[src/hw/cmg_pkg.sv]
// package: constants and types for the cpu mode and memory guard
package cmg_pkg;
    localparam int ADDR_W = 19;
    // memory selector codes
    localparam logic [1:0] SEL_ROM = 2'h0;
    localparam logic [1:0] SEL_EE = 2'h1;
    localparam logic [1:0] SEL_RAM = 2'h2;
    // contactless configuration strap codes
    localparam logic [1:0] CFG_NONE = 2'h0;
    localparam logic [1:0] CFG_1K = 2'h1;
    localparam logic [1:0] CFG_4K = 2'h2;
    // rom split: application part low, test part high
    localparam logic [ADDR_W-1:0] ROM_SIZE = 19'h48000;
    localparam logic [ADDR_W-1:0] ROM_APP_SIZE = 19'h42000;
    // eeprom: manufacturer area, then contactless reservation, then application
    localparam logic [ADDR_W-1:0] EE_SIZE = 19'h14000;
    localparam logic [ADDR_W-1:0] EE_MFR = 19'h00080;
    localparam logic [ADDR_W-1:0] EE_CL_1K = 19'h00400;
    localparam logic [ADDR_W-1:0] EE_CL_4K = 19'h01000;
    // ram: contactless reservation low, coprocessor ram at the top
    localparam logic [ADDR_W-1:0] RAM_SIZE = 19'h01E00;
    localparam logic [ADDR_W-1:0] RAM_CL = 19'h00080;
    localparam logic [ADDR_W-1:0] COP_RAM_SIZE = 19'h00A00;
    localparam logic [ADDR_W-1:0] COP_RAM_BASE = RAM_SIZE - COP_RAM_SIZE;
    // fixed vector table in application rom
    localparam logic [ADDR_W-1:0] EXC_BASE = 19'h00000;
    localparam logic [ADDR_W-1:0] CFG_VEC_BASE = 19'h00100;
    localparam logic [ADDR_W-1:0] SVC_VEC_BASE = 19'h00200;
    localparam int VEC_SHIFT = 3;
    localparam int CFG_VEC_W = 3;
    localparam int SVC_VEC_W = 5;
    // user permission bits: rom, eeprom read, eeprom write, ram
    localparam int PERM_W = 4;
    localparam int PERM_ROM = 0;
    localparam int PERM_EE_RD = 1;
    localparam int PERM_EE_WR = 2;
    localparam int PERM_RAM = 3;
    localparam logic [PERM_W-1:0] PERM_RST = 4'h1;
    localparam int SYNC_W = 4;

    typedef enum logic [2:0] {
        MODE_BOOT, MODE_TEST, MODE_CLOS, MODE_SYSTEM, MODE_USER
    } cmg_mode_t;

    typedef enum logic [1:0] {
        PWR_RUN, PWR_IDLE, PWR_SLEEP, PWR_STOP
    } cmg_pwr_t;
endpackage

[src/hw/cmg_guard.sv]
// cpu mode controller, memory partition guard, opcode fetch and power states
// What this block does
// five modes: boot, test, contactless, system, user
// privileged mode is three hidden sub-modes: boot, test, contactless
// before fuse, reset ends in test mode
// after fuse, reset ends in system mode
// system reaches all application resources; user only granted resources
// exception or interrupt: fixed vector, system/user
// eight configuration vectors enter contactless mode
// thirty-two system call vectors enter system
// rom split application and test regions
// eeprom reserves 128 bytes plus 0/1k/4k
// ram reserves 0 or 128 bytes
// test mode reaches every memory
// boot/contactless reach only reserved regions
// system/user reach application; user further gated
// coprocessor reaches its ram part and application eeprom
// coprocessor bypasses access rights checks
// every reset runs boot code first
// opcode from first, sometimes second byte
// idle and sleep states, sleep with clock stop
// denied access neither reads nor writes
`timescale 1ns/100ps
module cmg_guard
    import cmg_pkg::*;
#(
    parameter int EXC_W = 4,
    parameter logic [7:0] PREFIX_BYTE = 8'hA5
) (
    input wire logic clk,
    input wire logic arst_n,
    input wire logic test_fuse_blown,
    input wire logic [1:0] cl_config,
    input wire logic wake_pin,
    input wire logic boot_done,
    input wire logic exc_req,
    input wire logic [EXC_W-1:0] exc_id,
    input wire logic exc_to_user,
    input wire logic svc_req,
    input wire logic [cmg_pkg::SVC_VEC_W-1:0] svc_id,
    input wire logic cfgv_req,
    input wire logic [cmg_pkg::CFG_VEC_W-1:0] cfgv_id,
    input wire logic clos_exit,
    input wire logic to_user_req,
    input wire logic perm_we,
    input wire logic [cmg_pkg::PERM_W-1:0] perm_wdata,
    input wire logic cpu_req,
    input wire logic cpu_we,
    input wire logic [1:0] cpu_sel,
    input wire logic [cmg_pkg::ADDR_W-1:0] cpu_addr,
    output logic cpu_ok,
    output logic cpu_fault_q,
    output logic cpu_rvalid_q,
    output logic [7:0] cpu_rdata_q,
    output logic mem_en,
    output logic mem_we,
    input wire logic [7:0] mem_rdata,
    input wire logic cop_req,
    input wire logic [1:0] cop_sel,
    input wire logic [cmg_pkg::ADDR_W-1:0] cop_addr,
    output logic cop_mem_en,
    output logic cop_fault,
    output cmg_pkg::cmg_mode_t mode_q,
    output logic jump_valid_q,
    output logic [cmg_pkg::ADDR_W-1:0] jump_addr_q,
    input wire logic op_valid,
    input wire logic [7:0] op_byte0,
    input wire logic [7:0] op_byte1,
    output logic op_long,
    output logic op_valid_q,
    output logic [15:0] op_code_q,
    input wire logic idle_req,
    input wire logic sleep_req,
    input wire logic stop_sel,
    output cmg_pkg::cmg_pwr_t pwr_q,
    output logic cpu_clk_en,
    output logic periph_clk_en,
    output logic osc_en
);
    import cmg_pkg::*;

    generate
        if (EXC_W < 1 || EXC_W > 8) begin : g_bad_exc_w
            $error("EXC_W must lie in 1..8");
        end
    endgenerate

    // reset release through two flops
    logic [1:0] rst_sync_q;
    logic rst_n;
    always_ff @(posedge clk or negedge arst_n) begin
        if (!arst_n) begin
            rst_sync_q <= 2'h0;
        end else begin
            rst_sync_q <= {rst_sync_q[0], 1'b1};
        end
    end
    assign rst_n = rst_sync_q[1];

    // pin inputs pass two flops; only stage two is read
    logic [SYNC_W-1:0] pin_s1_q;
    logic [SYNC_W-1:0] pin_s2_q;
    always_ff @(posedge clk or negedge rst_n) begin
        if (!rst_n) begin
            pin_s1_q <= '0;
            pin_s2_q <= '0;
        end else begin
            pin_s1_q <= {wake_pin, test_fuse_blown, cl_config};
            pin_s2_q <= pin_s1_q;
        end
    end

    // strap is caught once, after both synchroniser stages hold it;
    // changing it later must not move partitions
    logic [1:0] cfg_q;
    logic [1:0] cfg_wait_q;
    logic cfg_lock_q;
    always_ff @(posedge clk or negedge rst_n) begin
        if (!rst_n) begin
            cfg_q <= CFG_4K;
            cfg_wait_q <= 2'h0;
            cfg_lock_q <= 1'b0;
        end else if (!cfg_lock_q) begin
            if (cfg_wait_q == 2'h2) begin
                cfg_q <= pin_s2_q[1:0];
                cfg_lock_q <= 1'b1;
            end else begin
                cfg_wait_q <= cfg_wait_q + 2'h1;
            end
        end
    end

    // partition boundaries for the captured configuration
    logic [ADDR_W-1:0] ee_res_end;
    logic [ADDR_W-1:0] ram_res_end;
    always_comb begin
        unique case (cfg_q)
            CFG_NONE: ee_res_end = EE_MFR;
            CFG_1K: ee_res_end = EE_MFR + EE_CL_1K;
            default: ee_res_end = EE_MFR + EE_CL_4K;
        endcase
        ram_res_end = (cfg_q == CFG_NONE) ? '0 : RAM_CL;
    end

    // user permissions; only system mode may change them
    logic [PERM_W-1:0] perm_q;
    always_ff @(posedge clk or negedge rst_n) begin
        if (!rst_n) begin
            perm_q <= PERM_RST;
        end else if (perm_we && mode_q == MODE_SYSTEM) begin
            perm_q <= perm_wdata;
        end
    end

    // cpu access check per mode
    logic in_range;
    logic rsv_hit;
    logic app_hit;
    logic user_ok;
    always_comb begin
        in_range = 1'b0;
        rsv_hit = 1'b0;
        app_hit = 1'b0;
        user_ok = 1'b0;
        unique case (cpu_sel)
            SEL_ROM: begin
                in_range = cpu_addr < ROM_SIZE;
                rsv_hit = in_range && cpu_addr >= ROM_APP_SIZE;
                app_hit = cpu_addr < ROM_APP_SIZE;
                user_ok = perm_q[PERM_ROM] && !cpu_we;
            end
            SEL_EE: begin
                in_range = cpu_addr < EE_SIZE;
                rsv_hit = cpu_addr < ee_res_end;
                app_hit = in_range && cpu_addr >= ee_res_end;
                user_ok = cpu_we ? perm_q[PERM_EE_WR] : perm_q[PERM_EE_RD];
            end
            SEL_RAM: begin
                in_range = cpu_addr < RAM_SIZE;
                rsv_hit = cpu_addr < ram_res_end;
                app_hit = in_range && cpu_addr >= ram_res_end;
                user_ok = perm_q[PERM_RAM];
            end
            default: begin
                in_range = 1'b0;
            end
        endcase
        unique case (mode_q)
            MODE_TEST: cpu_ok = cpu_req && in_range;
            MODE_BOOT, MODE_CLOS: cpu_ok = cpu_req && rsv_hit;
            MODE_SYSTEM: cpu_ok = cpu_req && app_hit;
            MODE_USER: cpu_ok = cpu_req && app_hit && user_ok;
            default: cpu_ok = 1'b0;
        endcase
    end

    // a denied access never reaches the array
    assign mem_en = cpu_ok;
    assign mem_we = cpu_ok && cpu_we;

    // coprocessor: own ram and application eeprom, no mode check
    always_comb begin
        cop_mem_en = 1'b0;
        if (cop_req && cop_sel == SEL_RAM) begin
            cop_mem_en = cop_addr >= COP_RAM_BASE && cop_addr < RAM_SIZE;
        end else if (cop_req && cop_sel == SEL_EE) begin
            cop_mem_en = cop_addr >= ee_res_end && cop_addr < EE_SIZE;
        end
        cop_fault = cop_req && !cop_mem_en;
    end

    // read data returns two cycles after the request, zero when denied
    logic rd_pend_q;
    logic rd_ok_q;
    always_ff @(posedge clk or negedge rst_n) begin
        if (!rst_n) begin
            rd_pend_q <= 1'b0;
            rd_ok_q <= 1'b0;
            cpu_fault_q <= 1'b0;
            cpu_rvalid_q <= 1'b0;
            cpu_rdata_q <= 8'h00;
        end else begin
            rd_pend_q <= cpu_req && !cpu_we;
            rd_ok_q <= cpu_ok;
            cpu_fault_q <= cpu_req && !cpu_ok;
            cpu_rvalid_q <= rd_pend_q;
            cpu_rdata_q <= (rd_pend_q && rd_ok_q) ? mem_rdata : 8'h00;
        end
    end

    // mode transitions; exceptions outrank calls, calls outrank the drop to user
    logic app_mode;
    logic exc_take;
    logic svc_take;
    logic cfg_take;
    assign app_mode = mode_q == MODE_SYSTEM || mode_q == MODE_USER;
    assign exc_take = exc_req && (app_mode || mode_q == MODE_CLOS);
    assign svc_take = !exc_req && svc_req && app_mode;
    assign cfg_take = !exc_req && !svc_req && cfgv_req && app_mode;
    always_ff @(posedge clk or negedge rst_n) begin
        if (!rst_n) begin
            mode_q <= MODE_BOOT;
        end else if (mode_q == MODE_BOOT) begin
            if (boot_done) begin
                mode_q <= pin_s2_q[2] ? MODE_SYSTEM : MODE_TEST;
            end
        end else if (exc_take) begin
            mode_q <= exc_to_user ? MODE_USER : MODE_SYSTEM;
        end else if (svc_take) begin
            mode_q <= MODE_SYSTEM;
        end else if (cfg_take) begin
            mode_q <= MODE_CLOS;
        end else if (mode_q == MODE_CLOS && clos_exit) begin
            mode_q <= MODE_SYSTEM;
        end else if (mode_q == MODE_SYSTEM && to_user_req) begin
            mode_q <= MODE_USER;
        end
    end

    // fixed vector address for the taken entry
    always_ff @(posedge clk or negedge rst_n) begin
        if (!rst_n) begin
            jump_valid_q <= 1'b0;
            jump_addr_q <= '0;
        end else begin
            jump_valid_q <= exc_take || svc_take || cfg_take;
            if (exc_take) begin
                jump_addr_q <= EXC_BASE + ADDR_W'({exc_id, 3'h0});
            end else if (svc_take) begin
                jump_addr_q <= SVC_VEC_BASE + ADDR_W'({svc_id, 3'h0});
            end else if (cfg_take) begin
                jump_addr_q <= CFG_VEC_BASE + ADDR_W'({cfgv_id, 3'h0});
            end
        end
    end

    // opcode: prefix byte pulls in the second byte
    assign op_long = op_byte0 == PREFIX_BYTE;
    always_ff @(posedge clk or negedge rst_n) begin
        if (!rst_n) begin
            op_valid_q <= 1'b0;
            op_code_q <= 16'h0000;
        end else begin
            op_valid_q <= op_valid;
            if (op_valid) begin
                op_code_q <= op_long ? {op_byte0, op_byte1} : {8'h00, op_byte0};
            end
        end
    end

    // power states; only the synchronised wake pin leaves sleep or stop
    always_ff @(posedge clk or negedge rst_n) begin
        if (!rst_n) begin
            pwr_q <= PWR_RUN;
        end else begin
            unique case (pwr_q)
                PWR_RUN: begin
                    if (sleep_req) begin
                        pwr_q <= stop_sel ? PWR_STOP : PWR_SLEEP;
                    end else if (idle_req) begin
                        pwr_q <= PWR_IDLE;
                    end
                end
                PWR_IDLE: begin
                    if (exc_req || pin_s2_q[3]) begin
                        pwr_q <= PWR_RUN;
                    end
                end
                PWR_SLEEP, PWR_STOP: begin
                    if (pin_s2_q[3]) begin
                        pwr_q <= PWR_RUN;
                    end
                end
            endcase
        end
    end
    assign cpu_clk_en = pwr_q == PWR_RUN;
    assign periph_clk_en = pwr_q == PWR_RUN || pwr_q == PWR_IDLE;
    assign osc_en = pwr_q != PWR_STOP;
endmodule

[config.mk]
export PLATFORM = sky130hd
export DESIGN_NAME = cmg_guard
export DESIGN_NICKNAME = d
export VERILOG_FILES = /design/src/hw/cmg_pkg.sv /design/src/hw/cmg_guard.sv
export SDC_FILE = /design/constraint.sdc
export NUM_CORES = 1
export LEC_CHECK = 0
export BUFFER_PORTS_ARGS = -buffer_cell sky130_fd_sc_hd__buf_4
export CAP_MARGIN = 20
export CORE_ASPECT_RATIO = 0.5
export CORE_MARGIN = 2
export CORE_UTILIZATION = 40
export DETAILED_ROUTE_END_ITERATION = 10
export PLACE_DENSITY_LB_ADDON = 0.25
export RECOVER_POWER = 25
export SYNTH_ARGS = -nofsm -noshare
export SYNTH_HDL_FRONTEND = slang
export SYNTH_SLANG_ARGS = --single-unit
[constraint.sdc]
create_clock -name clk -period 3.2 [get_ports clk]
set_input_delay 0.64 -clock clk [delete_from_list [all_inputs] [get_ports clk]]
set_output_delay 0.64 -clock clk [all_outputs]
set_load 0.02 [all_outputs]
==> flow_summary.toml <==
[global_routing]
grt_pass1_wl_microns = 11590
globalRouteTotalUtil_pct = 17.75
overflow = 0
grt_antenna_before_repair = 0
grt_max_degree = 34
grt_pass1_vias = 2633

[detailed_routing]
drt-total-wl_microns = 7441
vias = 2662
drc = 0
viasPerCell = 5.023
first_pass_iters = 5
ant_nets = 0
initialDrtViolationCount = 123
wl_per_cell_microns = 14.04

[sta]
max_freq_ghz = 0.3229
setup_viol = 0
setup_tns_ns = 0
worst_slew_pin_slew_ns = 1.265
slew_headroom_pct = 15.67
fin_crit_sh_pct = 96.79
rsz0062_at_grt = "false"
clock_skew_ns = 0.002978
layout_min_cycle_time_ns = 3.097
finalMaxSlewViolations = 0
hold_violations = 0

[synth]
synth_most_common_cell = "dfrtp_1"
syn-cell-area_sq_mm = 0.003004
synth_top_area_cell = "dfrtp_1"
synth_edf_count = 0
async_reset_ff_share_pct = 100.0
yosysWarnings = 0
ys_seq_elements = 61
synthDistinctLibCells = 61
ys.flop_type = "dfrtp_1"
syn_avg_cell_area_sq_um = 10.65
syn_inst = 282
yosys-top-cells-area = "dfrtp_1 49%, mux2_2 3.4%, buf_4 3.2%"
seq_area_frac_synth_pct = 50.90
synth_top_area_share_pct = 49.15
synth_common_cells = "59 x dfrtp_1, 19 x inv_1, 19 x nor2_1, 16 x o21ai_0, 14 x a21oi_1"

[die]
die_area_sq_mm = 0.008262
fp.dieW_microns = 126.6
io_pins = 164
core_sq_mm = 0.007295
die_height_microns = 65.28
floorplan.rows = 22
initial_core_util_pct = 41.18

[cells_and_area]
diodes = 0
layout.nets = 538
fin_util_pct = 61.53
drive_gt1_share_pct = 44.93
syn2layout_area_growth_pct = 49.40
instances_no_fill = 530

[pwr]
comb_power_share_pct = 32.4
p_sw_share_pct = 32.12
seqPwrFrac_pct = 35.1
power.density_mw_per_mm2 = 661.4
p_sw_mw = 0.9535
p_int_mw = 2.015
clkPwrFrac_pct = 32.5
vdd_drop_max_mv = 0.2803
cellLeakagePower_nw = 2.176

[worst_setup_path]
r2r_start = "mode_q[2]$_DFFE_PN0P_"
cp_data_arrival_time_ns = 2.46
rrSetupSlack_ns = 1.08
crit_path_start = "cfg_q[1]$_DFFE_PN1P_"
startpoint_type = "flop"
r2r_end = "mode_q[0]$_DFFE_PN0P_"
cp-endpoint = "mem_we"
cp_data_required_time_ns = 2.56
cp-end-kind = "output port"
critPathKind = "flop to output port"
r2r_cells = 4
crit_fanout = 3

[clock_tree]
cts_made_buffers = 9
cts_max_level = 3
cts.path.max_buffers = 2
clock_latency_ns = 0.32
cts_tree = "done"
cts_root_buf = "clkbuf_16"
clkTransAtPathRegs_ns = 0.05
cts.sinks = 61
cts_setup_buffers = 0

[placement]
routabilityCongestion = 0.7855
dp_cells = 514
portBuffers = 144
dpl.hpwl_microns = 5765

[run_status]
status = "complete, no violations"

[worst_hold_path]
hp-class = "primary input to async pin"

[job]
max-cap-violations = 0
-- area by class of cell --
class | count | area (sq um)
clock buffers | 11 | 252.7
clock inverters | 5 | 58.81
fillers | 582 | 2806
inverters | 19 | 71.32
multi-input cells | 193 | 1375
flip-flops and latches | 61 | 1529
well taps | 96 | 120.1
repair buffers | 145 | 1081
-- worst min-delay path by stage --
stage	endpoint	slack [ns]	cells after the start
after CTS	rst_sync_q[1]$_DFF_PN0_	0.08	1
after floorplan	pin_s2_q[0]$_DFF_PN0_	0.33	0
final	rst_sync_q[0]$_DFF_PN0_	0.1	1
after global placement	pin_s1_q[0]$_DFF_PN0_	0.33	0
after detailed placement	pin_s2_q[2]$_DFF_PN0_	0.34	0
after global routing	rst_sync_q[1]$_DFF_PN0_	0.09	1
-- routing by layer --
layer	GRT usage (%)	part of all wire, %	vias to the layer above
met3	5.130	5.4	12
met2	32.35	54	85
li1	-	-	1288
met5	0	0	-
met4	8.104	1.1	0
met1	19.52	40	1277
-- cells in the final DEF, fill, tap and decap left out, types with 3 or more instances in the layout --
| cell type | instances |
|---|---|
| inv_1 | 18 |
| mux2_2 | 9 |
| clkbuf_4 | 4 |
| a21oi_1 | 14 |
| nand3_1 | 5 |
| nor4_1 | 3 |
| nor4b_1 | 3 |
| o31a_1 | 4 |
| a21boi_0 | 4 |
| o21ai_0 | 16 |
| nor2b_1 | 10 |
| nand2b_1 | 3 |
| o211ai_1 | 6 |
| clkbuf_1 | 3 |
| nor2_1 | 19 |
| conb_1 | 13 |
| nand2_1 | 9 |
| ha_1 | 6 |
| or2_2 | 4 |
| buf_4 | 137 |
| clkbuf_16 | 9 |
| dfrtp_1 | 59 |
| nor3_1 | 3 |
| and3_1 | 10 |
| a222oi_1 | 3 |
-- stage by stage --
| step | total power, mW | area, sq um | hold WS [ns] | setup WS [ns] |
|---|---|---|---|---|
| 6_report | 2.968 | 4488 | 0.09529 | 0.1028 |
| 5_1_grt | 3.132 | 4488 | 0.08619 | 0.01727 |
| 4_1_cts | 2.977 | 4446 | 0.08170 | -0.0009075 |
| 3_5_place_dp | 1.997 | 4128 | 0.3362 | 0.05695 |
| 3_3_place_gp | 1.966 | 4128 | 0.3289 | 0.09589 |
| 2_1_floorplan | 1.624 | 3045 | 0.3312 | 0.2254 |
-- registers in the layout, summed over array words and instances (netlist names), 2 cells and up --
| register | flops |
|---|---|
| cfg_q | 2 |
| jump_addr_q | 7 |
| mode_q | 3 |
| cfg_wait_q | 2 |
| pwr_q | 2 |
| perm_q | 4 |
| op_code_q | 16 |
| cpu_rdata_q | 8 |
| rst_sync_q | 2 |
| pin_s1_q | 4 |
| pin_s2_q | 4 |
-- worst max-delay path: stages, from the launching register on --
cell,delay (ns)
dfstp_2,0.54
or2_2,0.10
ha_1,0.13
or3b_4,0.38
nor4_4,0.24
a221o_1,0.24
o2111ai_4,0.13
a21boi_1,0.21
buf_4,0.17
-- power by group through the flow --
stage / clock network (mW) / registers (mW) / logic (mW)
after floorplan: 0 / 1.11 / 0.511
after global placement: 0 / 1.04 / 0.923
after detailed placement: 0 / 1.05 / 0.945
after CTS: 0.988 / 1.04 / 0.947
after global routing: 1.03 / 1.06 / 1.03
final: 0.964 / 1.04 / 0.961
-- logic make-up (layout without fill, tap and decap cells) --
family                   Yosys count  after routing  synth area share [%]
AO/OA/AOI/OAI                     71             71                 17.37
XOR/XNOR                           1              1                0.2916
adder cells (fa/ha/maj)            6              6                 2.499
buffers and inverters             39            180                 6.622
flip-flops                        61             61                 50.90
multiplexers                       9              9                 3.374
other                              2             13                0.2500
AND/OR/NAND/NOR                   93             93                 18.70
-- repair_timing --
| action | in CTS | in global routing |
|---|---|---|
| pin swaps | 3 | 6 |
| hold buffers | 0 | 0 |
| resized for setup | 2 | 11 |
| endpoints found under the setup margin | 3 | 4 |
Note: power is estimated with default switching activity, not from simulation.
